[config.mk]
export PLATFORM = sky130hd
export DESIGN_NAME = fdos_regs
export DESIGN_NICKNAME = d
export VERILOG_FILES = /design/src/fdos_pkg.sv /design/src/fdos_sync.sv /design/src/fdos_dsel_dec.sv /design/src/fdos_regs.sv
export VERILOG_INCLUDE_DIRS = /design/src /design/src/src
export SDC_FILE = /design/constraint.sdc
export NUM_CORES = 1
export LEC_CHECK = 0
export BUFFER_PORTS_ARGS = -buffer_cell sky130_fd_sc_hd__buf_4
export CAP_MARGIN = 20
export CELL_PAD_IN_SITES_DETAIL_PLACEMENT = 0
export CELL_PAD_IN_SITES_GLOBAL_PLACEMENT = 1
export CORE_UTILIZATION = 45
export CTS_CLUSTER_SIZE = 28
export DETAILED_ROUTE_END_ITERATION = 6
export GPL_TIMING_DRIVEN = 0
export PLACE_DENSITY_LB_ADDON = 0.08
export SLEW_MARGIN = 20
export SYNTH_ARGS = -nofsm -noshare
export SYNTH_HDL_FRONTEND = slang
export SYNTH_SLANG_ARGS = --single-unit
[constraint.sdc]
create_clock -name clock_i -period 1.7 [get_ports clock_i]
set_clock_uncertainty 0.2 [all_clocks]
set_input_delay 0.085 -clock clock_i [delete_from_list [all_inputs] [get_ports clock_i]]
set_output_delay 0.085 -clock clock_i [all_outputs]
set_load 0.005 [all_outputs]
[src/fdos_cfg.svh]
// constants of the drive output and drive signal status register pair:
// offsets, bit positions, reset values and timing counts.
// assumes a single 10 MHz controller clock; included by bare name.
`ifndef FDOS_CFG_SVH
`define FDOS_CFG_SVH

// register offsets within the eight-byte decoded window
`define FDOS_OFS_STATUS      3'h1
`define FDOS_OFS_OUTCTL      3'h2

// drive signal status bit positions
`define FDOS_ST_DSEL0        5
`define FDOS_ST_WR_TOGGLE    4
`define FDOS_ST_RD_TOGGLE    3
`define FDOS_ST_WRITE_GATE_LINE        2
`define FDOS_ST_MOTOR1       1
`define FDOS_ST_MOTOR0       0

// drive output control field positions
`define FDOS_OC_MOTOR_HI     7
`define FDOS_OC_MOTOR_LO     4
`define FDOS_OC_RSVD         3
`define FDOS_OC_NRESET       2
`define FDOS_OC_DSEL_HI      1
`define FDOS_OC_DSEL_LO      0

// reset values
`define FDOS_OC_RESET_VAL    8'h00
`define FDOS_BYTE_ZERO       8'h00
// idle pin levels held by the synchroniser in reset: {aen, cs_n, addr,
// ior_n, iow_n, data, read pulse}; the active-low lines idle high
`define FDOS_SYNC_IDLE       16'h4601

// least time the controller stays in software reset
`define FDOS_SWRST_MIN_NS    100
`define FDOS_CLK_PERIOD_NS   100
`define FDOS_SWRST_MIN_CYC   ((`FDOS_SWRST_MIN_NS + `FDOS_CLK_PERIOD_NS - 1) / `FDOS_CLK_PERIOD_NS)

`endif

[src/fdos_pkg.sv]
// types shared by the drive output / status register block.
// assumes the constants header supplies all numeric values.
package fdos_pkg;

    // isa i/o cycle as seen at the pins, all asynchronous to clock_i
    typedef struct packed {
        logic       aen;      // dma address enable, high blocks i/o decode
        logic       cs_n;     // base decode from the board, aliased or not
        logic [2:0] addr;     // low address bits, register offset
        logic       ior_n;    // i/o read strobe, active low
        logic       iow_n;    // i/o write strobe, active low
        logic [7:0] data;     // data lines driven by the host
    } fdos_isa_in_t;

    // data lines driven back toward the host
    typedef struct packed {
        logic [7:0] data;     // read data
        logic       oe;       // high while this block drives the lines
    } fdos_isa_out_t;

    // outputs toward the drive interface, active high
    typedef struct packed {
        logic [3:0] motor_on;             // motor enables, drive 3 down to 0
        logic [3:0] drive_select_outputs; // one-hot drive selects
    } fdos_drive_out_t;

endpackage : fdos_pkg

[src/fdos_sync.sv]
// two flip-flop synchroniser for a bundle of asynchronous levels.
// assumes each bit is a level held for several clock periods.
`timescale 1ns/1ps
module fdos_sync #(
    parameter int               WIDTH = 1,
    parameter logic [WIDTH-1:0] IDLE  = '0
) (
    // clock and reset
    input  wire logic             clock_i,
    input  wire logic             rst_n_i,
    // levels in and out
    input  wire logic [WIDTH-1:0] async_i,
    output logic      [WIDTH-1:0] sync_o
);
    import fdos_pkg::*;

    // width must be at least one bit
    if (WIDTH < 1) begin : g_chk
        $error("fdos_sync width below one");
    end

    typedef struct packed {
        logic [WIDTH-1:0] meta;   // first stage, read only by the second
        logic [WIDTH-1:0] stable; // second stage, safe to use
    } fdos_sync_state_t;

    fdos_sync_state_t state_q;
    fdos_sync_state_t state_d;

    // next state: shift one stage
    always_comb begin
        state_d        = state_q;
        state_d.meta   = async_i;
        state_d.stable = state_q.meta;
    end

    // registers start at the idle levels, so a cleared stage never looks
    // like an active-low strobe or pulse edge right after reset
    always_ff @(posedge clock_i or negedge rst_n_i) begin
        if (!rst_n_i) begin
            state_q.meta   <= IDLE;
            state_q.stable <= IDLE;
        end else begin
            state_q <= state_d;
        end
    end

    assign sync_o = state_q.stable;

endmodule : fdos_sync

[src/fdos_dsel_dec.sv]
// binary to one-hot drive select decoder with a registered output.
// assumes the select code comes from a register on the same clock.
`timescale 1ns/1ps
module fdos_dsel_dec #(
    parameter int SEL_W  = 2,
    parameter int DRIVES = 4
) (
    // clock and reset
    input  wire logic              clock_i,
    input  wire logic              rst_n_i,
    // select code and decoded lines
    input  wire logic [SEL_W-1:0]  dsel_i,
    output logic      [DRIVES-1:0] drive_select_o
);
    import fdos_pkg::*;

    // the code must cover exactly the drive count
    if (DRIVES != (1 << SEL_W)) begin : g_chk
        $error("fdos_dsel_dec drive count does not match select width");
    end

    typedef struct packed {
        logic [DRIVES-1:0] onehot; // registered decode
    } fdos_dec_state_t;

    fdos_dec_state_t state_q;
    fdos_dec_state_t state_d;

    // one-hot decode; a binary code can never raise two lines
    function automatic logic [DRIVES-1:0] fdos_decode(input logic [SEL_W-1:0] code);
        logic [DRIVES-1:0] res;
        res = '0;
        for (int i = 0; i < DRIVES; i++) begin
            res[i] = (code == SEL_W'(i));
        end
        return res;
    endfunction : fdos_decode

    // next state
    always_comb begin
        state_d        = state_q;
        state_d.onehot = fdos_decode(dsel_i);
    end

    // after hardware reset drive zero is selected, matching a cleared code
    always_ff @(posedge clock_i or negedge rst_n_i) begin
        if (!rst_n_i) begin
            state_q <= fdos_dec_state_t'({{(DRIVES-1){1'b0}}, 1'b1});
        end else begin
            state_q <= state_d;
        end
    end

    assign drive_select_o = state_q.onehot;

endmodule : fdos_dsel_dec

[src/fdos_regs.sv]
// drive output control and drive signal status registers, reached over
// isa i/o cycles, with the software reset of the diskette controller.
// assumes an external base decoder gives cs_n (aliased or not), and that
// the write pulse and write gate come from the controller core on clock_i.
//
// Operation
// - read-only drive signal status at offset one
// - status bit five mirrors drive select bit
// - mirrored select cleared by hardware reset only
// - bit four toggles per write pulse end
// - bit three toggles per read pulse end
// - bit two reports write gate high
// - bit one reports drive one motor
// - bit zero reports drive zero motor
// - read/write drive output control at offset two
// - bits seven to four drive motor enables
// - bit two zero holds controller in reset
// - software reset keeps other register bits
// - bits one-zero decode to one drive select
`timescale 1ns/1ps
`include "fdos_cfg.svh"
module fdos_regs (
    // clock and reset
    input  wire logic                   clock_i,
    input  wire logic                   rst_n_i,
    // isa i/o side
    input  wire fdos_pkg::fdos_isa_in_t isa_i,
    output fdos_pkg::fdos_isa_out_t     isa_o,
    // controller core side
    input  wire logic                   write_gate_line_i,
    input  wire logic                   wr_pulse_n_i,
    output logic                        ctrl_reset_o,
    // drive side
    input  wire logic                   rd_pulse_n_i,
    output fdos_pkg::fdos_drive_out_t   drive_o
);
    import fdos_pkg::*;

    localparam int SWRST_MIN = `FDOS_SWRST_MIN_CYC; // cycles in software reset
    localparam int HOLD_W    = (SWRST_MIN < 2) ? 1 : $clog2(SWRST_MIN + 1);

    // the minimum must be at least one cycle
    if (SWRST_MIN < 1) begin : g_chk
        $error("fdos_regs software reset minimum below one cycle");
    end

    // all state of the block
    typedef struct packed {
        logic [7:0]        outctl;    // drive output control byte
        logic              wr_tog;    // write pulse toggle
        logic              rd_tog;    // read pulse toggle
        logic              wr_prev;   // last write pulse level
        logic              rd_prev;   // last synchronised read pulse level
        logic              iow_prev;  // last synchronised write strobe
        logic              wsel;      // write cycle addressed to this block
        logic [2:0]        waddr;     // captured write offset
        logic [7:0]        wdata;     // captured write byte
        logic              rd_oe;     // drive read data toward host
        logic [7:0]        rdata;     // read data toward host
        logic [HOLD_W-1:0] hold_cnt;  // cycles spent in software reset
        logic              ctrl_rst;  // controller held in reset
    } fdos_regs_state_t;

    fdos_regs_state_t state_q;
    fdos_regs_state_t state_d;

    // synchronised copies of the pins
    logic              s_aen;       // address enable
    logic              s_cs_n;      // base decode
    logic [2:0]        s_addr;      // offset
    logic              s_ior_n;     // read strobe
    logic              s_iow_n;     // write strobe
    logic [7:0]        s_data;      // write data
    logic              s_rd_pulse;  // read pulse from drive
    // decoded helpers
    logic              selected;    // this block addressed
    logic              commit;      // write ends this cycle
    logic              wr_edge;     // write pulse went inactive
    logic              rd_edge;     // read pulse went inactive
    logic [7:0]        status_byte; // live drive signal status
    logic [3:0]        dsel_lines;  // decoded selects

    // every isa pin and the drive read pulse cross into clock_i here; the
    // stages start at idle levels so no false strobe or edge follows reset
    fdos_sync #(
        .WIDTH (16),
        .IDLE  (`FDOS_SYNC_IDLE)
    ) fdos_sync_inst (
        .clock_i (clock_i),
        .rst_n_i (rst_n_i),
        .async_i ({isa_i.aen, isa_i.cs_n, isa_i.addr, isa_i.ior_n,
                   isa_i.iow_n, isa_i.data, rd_pulse_n_i}),
        .sync_o  ({s_aen, s_cs_n, s_addr, s_ior_n, s_iow_n, s_data, s_rd_pulse})
    );

    // drive select decode, registered inside
    fdos_dsel_dec #(
        .SEL_W  (2),
        .DRIVES (4)
    ) fdos_dsel_dec_inst (
        .clock_i        (clock_i),
        .rst_n_i        (rst_n_i),
        .dsel_i         (state_q.outctl[`FDOS_OC_DSEL_HI:`FDOS_OC_DSEL_LO]),
        .drive_select_o (dsel_lines)
    );

    // decode and edge detection
    always_comb begin
        // only i/o cycles count; dma cycles raise aen and are ignored
        selected = !s_aen && !s_cs_n;
        // a write takes effect when its strobe returns high
        commit   = state_q.wsel && !state_q.iow_prev && s_iow_n;
        // inactive edge of an active-low pulse is its rising edge
        wr_edge  = !state_q.wr_prev && wr_pulse_n_i;
        rd_edge  = !state_q.rd_prev && s_rd_pulse;
        // status byte assembled from live state; reserved bits read zero
        status_byte = `FDOS_BYTE_ZERO;
        status_byte[`FDOS_ST_DSEL0]     = state_q.outctl[`FDOS_OC_DSEL_LO];
        status_byte[`FDOS_ST_WR_TOGGLE] = state_q.wr_tog;
        status_byte[`FDOS_ST_RD_TOGGLE] = state_q.rd_tog;
        status_byte[`FDOS_ST_WRITE_GATE_LINE]     = write_gate_line_i;
        status_byte[`FDOS_ST_MOTOR1]    = state_q.outctl[`FDOS_OC_MOTOR_LO + 1];
        status_byte[`FDOS_ST_MOTOR0]    = state_q.outctl[`FDOS_OC_MOTOR_LO];
    end

    // next state of the whole block
    always_comb begin
        state_d          = state_q;
        state_d.wr_prev  = wr_pulse_n_i;
        state_d.rd_prev  = s_rd_pulse;
        state_d.iow_prev = s_iow_n;

        // write cycle: keep capturing while the strobe is low, so the
        // byte taken is the last one seen before the strobe rose
        if (!s_iow_n) begin
            state_d.wsel  = selected;
            state_d.waddr = s_addr;
            state_d.wdata = s_data;
        end else if (commit) begin
            state_d.wsel  = 1'b0;
        end

        // only the output control byte is writable; the status is read-only
        if (commit && state_q.waddr == `FDOS_OFS_OUTCTL) begin
            state_d.outctl = state_q.wdata;
            state_d.outctl[`FDOS_OC_RSVD] = 1'b0;
        end

        // read cycle: the answer is refreshed every cycle of the strobe
        state_d.rd_oe = 1'b0;
        state_d.rdata = `FDOS_BYTE_ZERO;
        if (!s_ior_n && selected) begin
            if (s_addr == `FDOS_OFS_STATUS) begin
                state_d.rd_oe = 1'b1;
                state_d.rdata = status_byte;
            end else if (s_addr == `FDOS_OFS_OUTCTL) begin
                state_d.rd_oe = 1'b1;
                state_d.rdata = state_q.outctl;
            end
        end

        // software reset: count time spent with the reset bit low
        if (!state_q.outctl[`FDOS_OC_NRESET]) begin
            state_d.ctrl_rst = 1'b1;
            if (state_q.hold_cnt < HOLD_W'(SWRST_MIN)) begin
                state_d.hold_cnt = state_q.hold_cnt + HOLD_W'(1);
            end
        end else if (!state_q.ctrl_rst) begin
            // running: the counter rests so the next reset counts from zero
            state_d.hold_cnt = '0;
        end else if (state_q.hold_cnt >= HOLD_W'(SWRST_MIN)) begin
            // a release written too early waits out the minimum
            state_d.ctrl_rst = 1'b0;
            state_d.hold_cnt = '0;
        end else begin
            state_d.hold_cnt = state_q.hold_cnt + HOLD_W'(1);
        end

        // toggles clear in software reset; the control byte is untouched
        // by it, which keeps the mirrored select bit as well
        if (state_q.ctrl_rst) begin
            state_d.wr_tog = 1'b0;
            state_d.rd_tog = 1'b0;
        end else begin
            if (wr_edge) begin
                state_d.wr_tog = !state_q.wr_tog;
            end
            if (rd_edge) begin
                state_d.rd_tog = !state_q.rd_tog;
            end
        end
    end

    // hardware reset clears the control byte and holds the controller
    always_ff @(posedge clock_i or negedge rst_n_i) begin
        if (!rst_n_i) begin
            state_q          <= '0;
            state_q.outctl   <= `FDOS_OC_RESET_VAL;
            state_q.wr_prev  <= 1'b1;
            state_q.rd_prev  <= 1'b1;
            state_q.iow_prev <= 1'b1;
            state_q.ctrl_rst <= 1'b1;
        end else begin
            state_q <= state_d;
        end
    end

    // outputs, all from flip-flops
    assign isa_o.data                   = state_q.rdata;
    assign isa_o.oe                     = state_q.rd_oe;
    assign ctrl_reset_o                 = state_q.ctrl_rst;
    assign drive_o.motor_on             = state_q.outctl[`FDOS_OC_MOTOR_HI:`FDOS_OC_MOTOR_LO];
    assign drive_o.drive_select_outputs = dsel_lines;

    // status read carries the live selected drive bit
    a_dsel_mirror: assert property (@(posedge clock_i) disable iff (!rst_n_i)
        (!s_ior_n && selected && s_addr == `FDOS_OFS_STATUS)
        |=> (isa_o.oe && isa_o.data[`FDOS_ST_DSEL0] == $past(state_q.outctl[0])))
        else $error("status select bit does not mirror control byte");

    // software reset alone never changes the control byte
    a_swrst_keeps_ctl: assert property (@(posedge clock_i) disable iff (!rst_n_i)
        (state_q.ctrl_rst && !commit) |=> $stable(state_q.outctl))
        else $error("control byte changed without a write");

    // write pulse end flips the toggle outside reset
    a_wr_toggle_flip: assert property (@(posedge clock_i) disable iff (!rst_n_i)
        (wr_edge && !state_q.ctrl_rst) |=> (state_q.wr_tog != $past(state_q.wr_tog)))
        else $error("write toggle missed an edge");

    // read pulse end flips the toggle outside reset
    a_rd_toggle_flip: assert property (@(posedge clock_i) disable iff (!rst_n_i)
        (rd_edge && !state_q.ctrl_rst) |=> (state_q.rd_tog != $past(state_q.rd_tog)))
        else $error("read toggle missed an edge");

    // toggles read zero once reset is in force
    a_toggle_clear: assert property (@(posedge clock_i) disable iff (!rst_n_i)
        state_q.ctrl_rst |=> (!state_q.wr_tog && !state_q.rd_tog))
        else $error("toggle bits not cleared in software reset");

    // gate and motor bits reach the status byte
    a_status_lines: assert property (@(posedge clock_i) disable iff (!rst_n_i)
        (!s_ior_n && selected && s_addr == `FDOS_OFS_STATUS)
        |=> (isa_o.data[2] == $past(write_gate_line_i)
             && isa_o.data[1:0] == $past(state_q.outctl[5:4])))
        else $error("status byte misreports gate or motor lines");

    // a committed write sets the motor outputs one cycle later
    a_motor_write: assert property (@(posedge clock_i) disable iff (!rst_n_i)
        (commit && state_q.waddr == `FDOS_OFS_OUTCTL)
        |=> (drive_o.motor_on == $past(state_q.wdata[7:4])))
        else $error("motor outputs do not follow written byte");

    // reset bit low keeps the controller in reset
    a_swrst_hold: assert property (@(posedge clock_i) disable iff (!rst_n_i)
        !state_q.outctl[`FDOS_OC_NRESET] |=> ctrl_reset_o)
        else $error("controller left reset while reset bit low");

    // a release never comes earlier than the minimum
    a_swrst_min: assert property (@(posedge clock_i) disable iff (!rst_n_i)
        $rose(ctrl_reset_o) |-> ctrl_reset_o [*2])
        else $error("software reset shorter than minimum");

    // selects follow the code one cycle after it changes, one at a time
    a_dsel_decode: assert property (@(posedge clock_i) disable iff (!rst_n_i)
        ##1 (drive_o.drive_select_outputs == (4'h1 << $past(state_q.outctl[1:0]))))
        else $error("drive selects do not decode the control code");

    // dma and deselected write cycles are never taken
    a_refused_write: assert property (@(posedge clock_i) disable iff (!rst_n_i)
        (!s_iow_n && !selected) |=> !state_q.wsel)
        else $error("write cycle taken while not addressed");

    // dma and deselected read cycles never drive the data lines
    a_refused_read: assert property (@(posedge clock_i) disable iff (!rst_n_i)
        (!s_ior_n && !selected) |=> !isa_o.oe)
        else $error("read data driven while not addressed");

    // the unused control bit is never stored
    a_ctl_rsvd_zero: assert property (@(posedge clock_i) disable iff (!rst_n_i)
        !state_q.outctl[`FDOS_OC_RSVD])
        else $error("reserved control bit stored");

    // status bits seven and six read zero whatever the motors do
    a_status_rsvd: assert property (@(posedge clock_i) disable iff (!rst_n_i)
        (!s_ior_n && selected && s_addr == `FDOS_OFS_STATUS)
        |=> (isa_o.data[7:6] == 2'h0))
        else $error("reserved status bits not zero");

    // never more than one drive selected
    a_select_onehot: assert property (@(posedge clock_i) disable iff (!rst_n_i)
        $onehot(drive_o.drive_select_outputs))
        else $error("drive selects not one-hot");

    // main scenarios
    c_status_read: cover property (@(posedge clock_i) disable iff (!rst_n_i)
        isa_o.oe && !state_q.ctrl_rst && state_q.rd_tog);
    c_ctl_write: cover property (@(posedge clock_i) disable iff (!rst_n_i)
        commit && state_q.waddr == `FDOS_OFS_OUTCTL && state_q.wdata[7:4] != 4'h0);
    c_swrst_release: cover property (@(posedge clock_i) disable iff (!rst_n_i)
        $fell(ctrl_reset_o));
    c_refused_cycle: cover property (@(posedge clock_i) disable iff (!rst_n_i)
        !s_iow_n && s_aen);

endmodule : fdos_regs

* Yosys cells after proc, flatten, opt, wreduce, memory -nomap -nowiden
Cells that the tools add are included.
** Storage, ports and cells
- Bits in registers :: 71
- Word-level logic and storage cells :: 59
- Output and inout port bits :: 18
- Input bits :: 20
** Operators by class
- Reductions and logical operators :: 19
- $lt $le $gt $ge :: 2
- Equality and inequality tests :: 7
- Add/subtract/negate cells :: 1
- Muxes and demuxes :: 14
** Operator list (number)
- two-way mux 9 bit :: 3
- two-way mux 1 bit :: 9
- logical NOT 1 bit :: 8
- logical AND 1 bit :: 7
- equality test 3 x 2 -> 1 bit (second input constant) :: 2
- nonzero test 2 bit :: 3
- equality test 2 bit (second input constant) :: 2
- two-way mux 2 bit :: 2
- equality test 3 x 1 -> 1 bit (second input constant) :: 1
- equality test 2 x 1 -> 1 bit (second input constant) :: 1
- logical NOT 2 bit :: 1
- inequality test 2 bit (second input constant) :: 1
- adder 1 bit (second input constant) :: 1
- >= comparator 1 bit (second input constant) :: 1
- < comparator 1 bit (second input constant) :: 1

* Longest topological paths before layout
- Depth in word-level cells :: 5
- Depth in mapped cells :: 4
- Mapped depth without buffers :: 3

* Hierarchy
From an unflattened synthesis, not the netlist that was laid out.
** Unflattened totals
- Cell total of the unflattened synthesis :: 137
- Area, all modules :: 2306.0 um2
** By module, submodules not included
- fdos_regs :: area an instance 1367.6 um2, times used 1, sequential area each 855.8 um2, cells an instance 97
- fdos_sync :: area an instance 810.8 um2, times used 1, sequential area each 810.8 um2, cells an instance 32
- fdos_dsel_dec :: area an instance 127.6 um2, times used 1, sequential area each 101.3 um2, cells an instance 8

* Worst setup path before layout
No wires, ideal clock.
- Path type :: reg-to-reg
- Start :: register fdos_sync_inst.state_q (netlist bit fdos_sync_inst.sync_o[9])
- End :: register state_q[13] in the netlist's numbering
- Setup time :: 125 ps
- Period minus slack after synthesis :: 1436 ps
- Required time :: 1375 ps
- Stages on the path, launching flop included :: 3
- Arrival :: 1112 ps
- Slack :: 264 ps
- Path buffers :: 1
- Path through :: dfstp_2 buf_2 mux2_2
** RTL lines
- start, declared :: RTL line fdos_sync.sv:27 : fdos_sync_state_t state_q;
- start signal, assigned :: RTL line fdos_sync.sv:44 : state_q <= state_d;
- end signal, assigned :: RTL line fdos_regs.sv:204 : state_q <= state_d;
- end, declared :: RTL line fdos_regs.sv:64 : fdos_regs_state_t state_q;
No word-level cell between the ends.

* Worst setup path after layout
- Start :: register fdos_sync_inst.state_q (netlist bit fdos_sync_inst.sync_o[9])
- End :: register state_q[13] in the netlist's numbering
No word-level cell between the ends.

==> flow_metrics.env <==
export IMPL_drt_iter0_markers=38
export IMPL_netSwitchingFraction=0.220
export IMPL_cpLargestDelayFamily="flip-flops"
export IMPL_design_area_um2=2980
export IMPL_totalWireLength_um=3300
export IMPL_setup_worst_path_end_class="flop"
export IMPL_yosys_warnings=0
export IMPL_path_clk_slew_ns=0.07
export IMPL_crit_required_ns=1.71
export IMPL_dp_cells=238
export IMPL_cap_violations=0
export IMPL_net_switching_power_mw=0.730
export IMPL_outcome="finished, final reports clean"
export IMPL_path_buf_inv=1
export IMPL_syn_inst=135
export IMPL_overflow=0
export IMPL_post_cts_repair_setup_buffers=0
export IMPL_clkLatencyLatePin_ns=0.33
export IMPL_post_cts_resized=0
export IMPL_tightestPinTransition_ns=0.804
export IMPL_intPower_mw=2.59
export IMPL_power_frac_seq=0.546
export IMPL_cts_tree="done"
export IMPL_area_delta_synth_final_pct=32.3
export IMPL_critPathLaunchType="flop"
export IMPL_track_usage=0.150
export IMPL_critPathArrivalTime_ns=1.58
export IMPL_design_power_total_mw=3.32
export IMPL_final_cells=272
export IMPL_grt_max_degree=69
export IMPL_htree_levels=3
export IMPL_fin_crit_sh=0.922
export IMPL_cts_sinks=68
export IMPL_setup_violations=0
export IMPL_antenna_cells=0
export IMPL_dr_pass1_iters=4
export IMPL_synth_seq_cells=68
export IMPL_slowest_delay_ns=0.61
export IMPL_ys_seq_area_frac=0.763
export IMPL_dieWidth_um=72.7
export IMPL_min_path_type="reg -> reg"
export IMPL_finalNetCount=220
export IMPL_dp_hpwl_um=2060
export IMPL_start_util=0.474
export IMPL_remaining_drc_errors=0
export IMPL_core_area_um2=4750
export IMPL_syn_area_um2=2250
export IMPL_cts_made_buffers=9
export IMPL_place_gp_congestion=0.759
export IMPL_avgSynthCellArea_um2=16.7
export IMPL_rsz0062_at_grt="false"
export IMPL_via_per_inst=4.43
export IMPL_place_area_um2=2610
export IMPL_path_cells="buf_2 -> mux2_2"
export IMPL_cts_root_buf="clkbuf_8"
export IMPL_layout_drive_gt1_share=0.473
export IMPL_hold_viol=0
export IMPL_relSlewSlack=0.464
export IMPL_fin_util=0.627
export IMPL_leakage_nw=1.40
export IMPL_period_needed_ns=1.57
export IMPL_grt_pass1_vias=1228
export IMPL_power_density_nw_per_um2=1110
export IMPL_ioPinCount=38
export IMPL_fillCellCount=398
export IMPL_ant_nets=0
export IMPL_clockBufferDepth=2
export IMPL_syn_nets=155
export IMPL_worstSetupPathType="reg -> reg"
export IMPL_antenna_found_initial=0
export IMPL_die_area_um2=5290
export IMPL_ir_drop_v=0.000690
export IMPL_rows=25
export IMPL_grt_pass1_wl_um=5550
export IMPL_fp_dieH_um=72.7
export IMPL_port_buffers=36
export IMPL_dr_total_vias=1205
export IMPL_fin_tns_setup_ns=0
export IMPL_ys_types=21
export IMPL_max_freq_mhz=638
export IMPL_wire_per_inst_um=12.1
export IMPL_cts_hold_buf=18
export IMPL_crit_fanout=10
export IMPL_combPwrFrac=0.079
export IMPL_maxSlewViolCount=0
export IMPL_clkPwrFrac=0.376
export IMPL_crit_slowest_cell="dfstp_2"
cell type report:
class                           count  area [um^2]  share of cell area
Sequential cell                    68         1720               0.577
Timing Repair Buffer               54          450               0.151
Multi-Input combinational cell     51          424               0.142
Clock buffer                       10          128              0.0428
Buffer                             15          106              0.0357
Tap cell                           67         83.8              0.0281
Clock inverter                      6         65.1              0.0218
Inverter                            1         3.75             0.00126
per-stage QoR:
| step | worst slack, ns | hold slack [ns] |
|---|---|---|
| after floorplan | 0.264 | -0.411 |
| after global placement | 0.160 | -0.00668 |
| after detailed placement | 0.115 | -0.00546 |
| after CTS | 0.103 | 0.153 |
| after global routing | 0.0728 | 0.158 |
| final | 0.132 | 0.150 |
layout by cell type (no fill, tap or decap), types with 2 or more instances in the layout:
cell type,Yosys,layout
nor2_1,8,8
mux2_2,17,17
and3_1,3,3
dlygate4sd3_1,0,18
dfstp_2,13,13
dfrtp_1,55,55
buf_4,13,49
nor2b_1,6,6
clkbuf_1,1,2
clkinv_2,0,2
o21ai_0,2,2
clkbuf_8,0,9
xnor2_1,2,2
a22oi_1,5,5
clkinv_4,0,2
cell families after synthesis:
kind of cell,Yosys count,synth area share
AND/OR/NAND/NOR,23,0.0678
buffers and inverters,16,0.0489
XOR/XNOR,2,0.00778
AO/OA/AOI/OAI,9,0.0278
flip-flops,68,0.763
multiplexers,17,0.0850
state kept, by name (all words and copies together), names as in the netlist:
signal and cells:
state_q 20, fdos_sync_inst.state_d 15, fdos_sync_inst.sync_o 15, isa_o 9
drive_o 4, fdos_dsel_dec_inst.drive_select_o 4, ctrl_reset_o 1
power groups by stage:
stage	Sequential (mW)	Combinational, mW	Clock, mW
after floorplan	1.83	0.108	0
after global placement	1.84	0.226	0
after detailed placement	1.84	0.232	0
after CTS	1.81	0.266	1.29
after global routing	1.83	0.289	1.36
final	1.81	0.262	1.25
synth_stat cells:
cell	instances	area, um^2
dfstp_2	13	342
nor4b_4	1	23.8
o31ai_1	1	7.51
dfrtp_1	55	1380
inv_1	1	3.75
mux2_2	17	191
xnor2_1	2	17.5
and2_1	1	6.26
a22oi_1	5	37.5
buf_2	1	5.00
nor4_1	1	6.26
o21ai_0	2	10.0
nand3_4	1	17.5
nor2b_1	6	37.5
clkbuf_1	1	3.75
nor2_1	8	30.0
nand3_1	1	5.00
or4_1	1	7.51
o21a_1	1	7.51
buf_4	13	97.6
and3_1	3	18.8
final timing paths:
kind                                           startpoint                                   end  slack, ns  cells past startpoint
worst max-delay path             fdos_sync_inst.sync_o[9]                           state_q[13]       0.13                      2
worst min-delay path            fdos_sync_inst.state_d[8]              fdos_sync_inst.sync_o[8]       0.15                      0
max in group asynchronous                         rst_n_i  fdos_dsel_dec_inst.drive_select_o[2]       0.58                      2
worst min register to register  fdos_sync_inst.state_d[8]              fdos_sync_inst.sync_o[8]       0.15                      0
min in group asynchronous                         rst_n_i                            state_q[1]       0.19                      2
worst max register to register   fdos_sync_inst.sync_o[9]                           state_q[13]       0.13                      2
routing by layer:
layer	part of all wire	vias to the layer above	wire length [um]	GRT usage
li1	-	571	-	-
met1	0.40	592	1310	0.160
met2	0.53	38	1760	0.253
met4	0.011	0	35	0.0654
met5	0	-	0	0
met3	0.059	4	196	0.0704
Power figures use the tool's default switching activity.
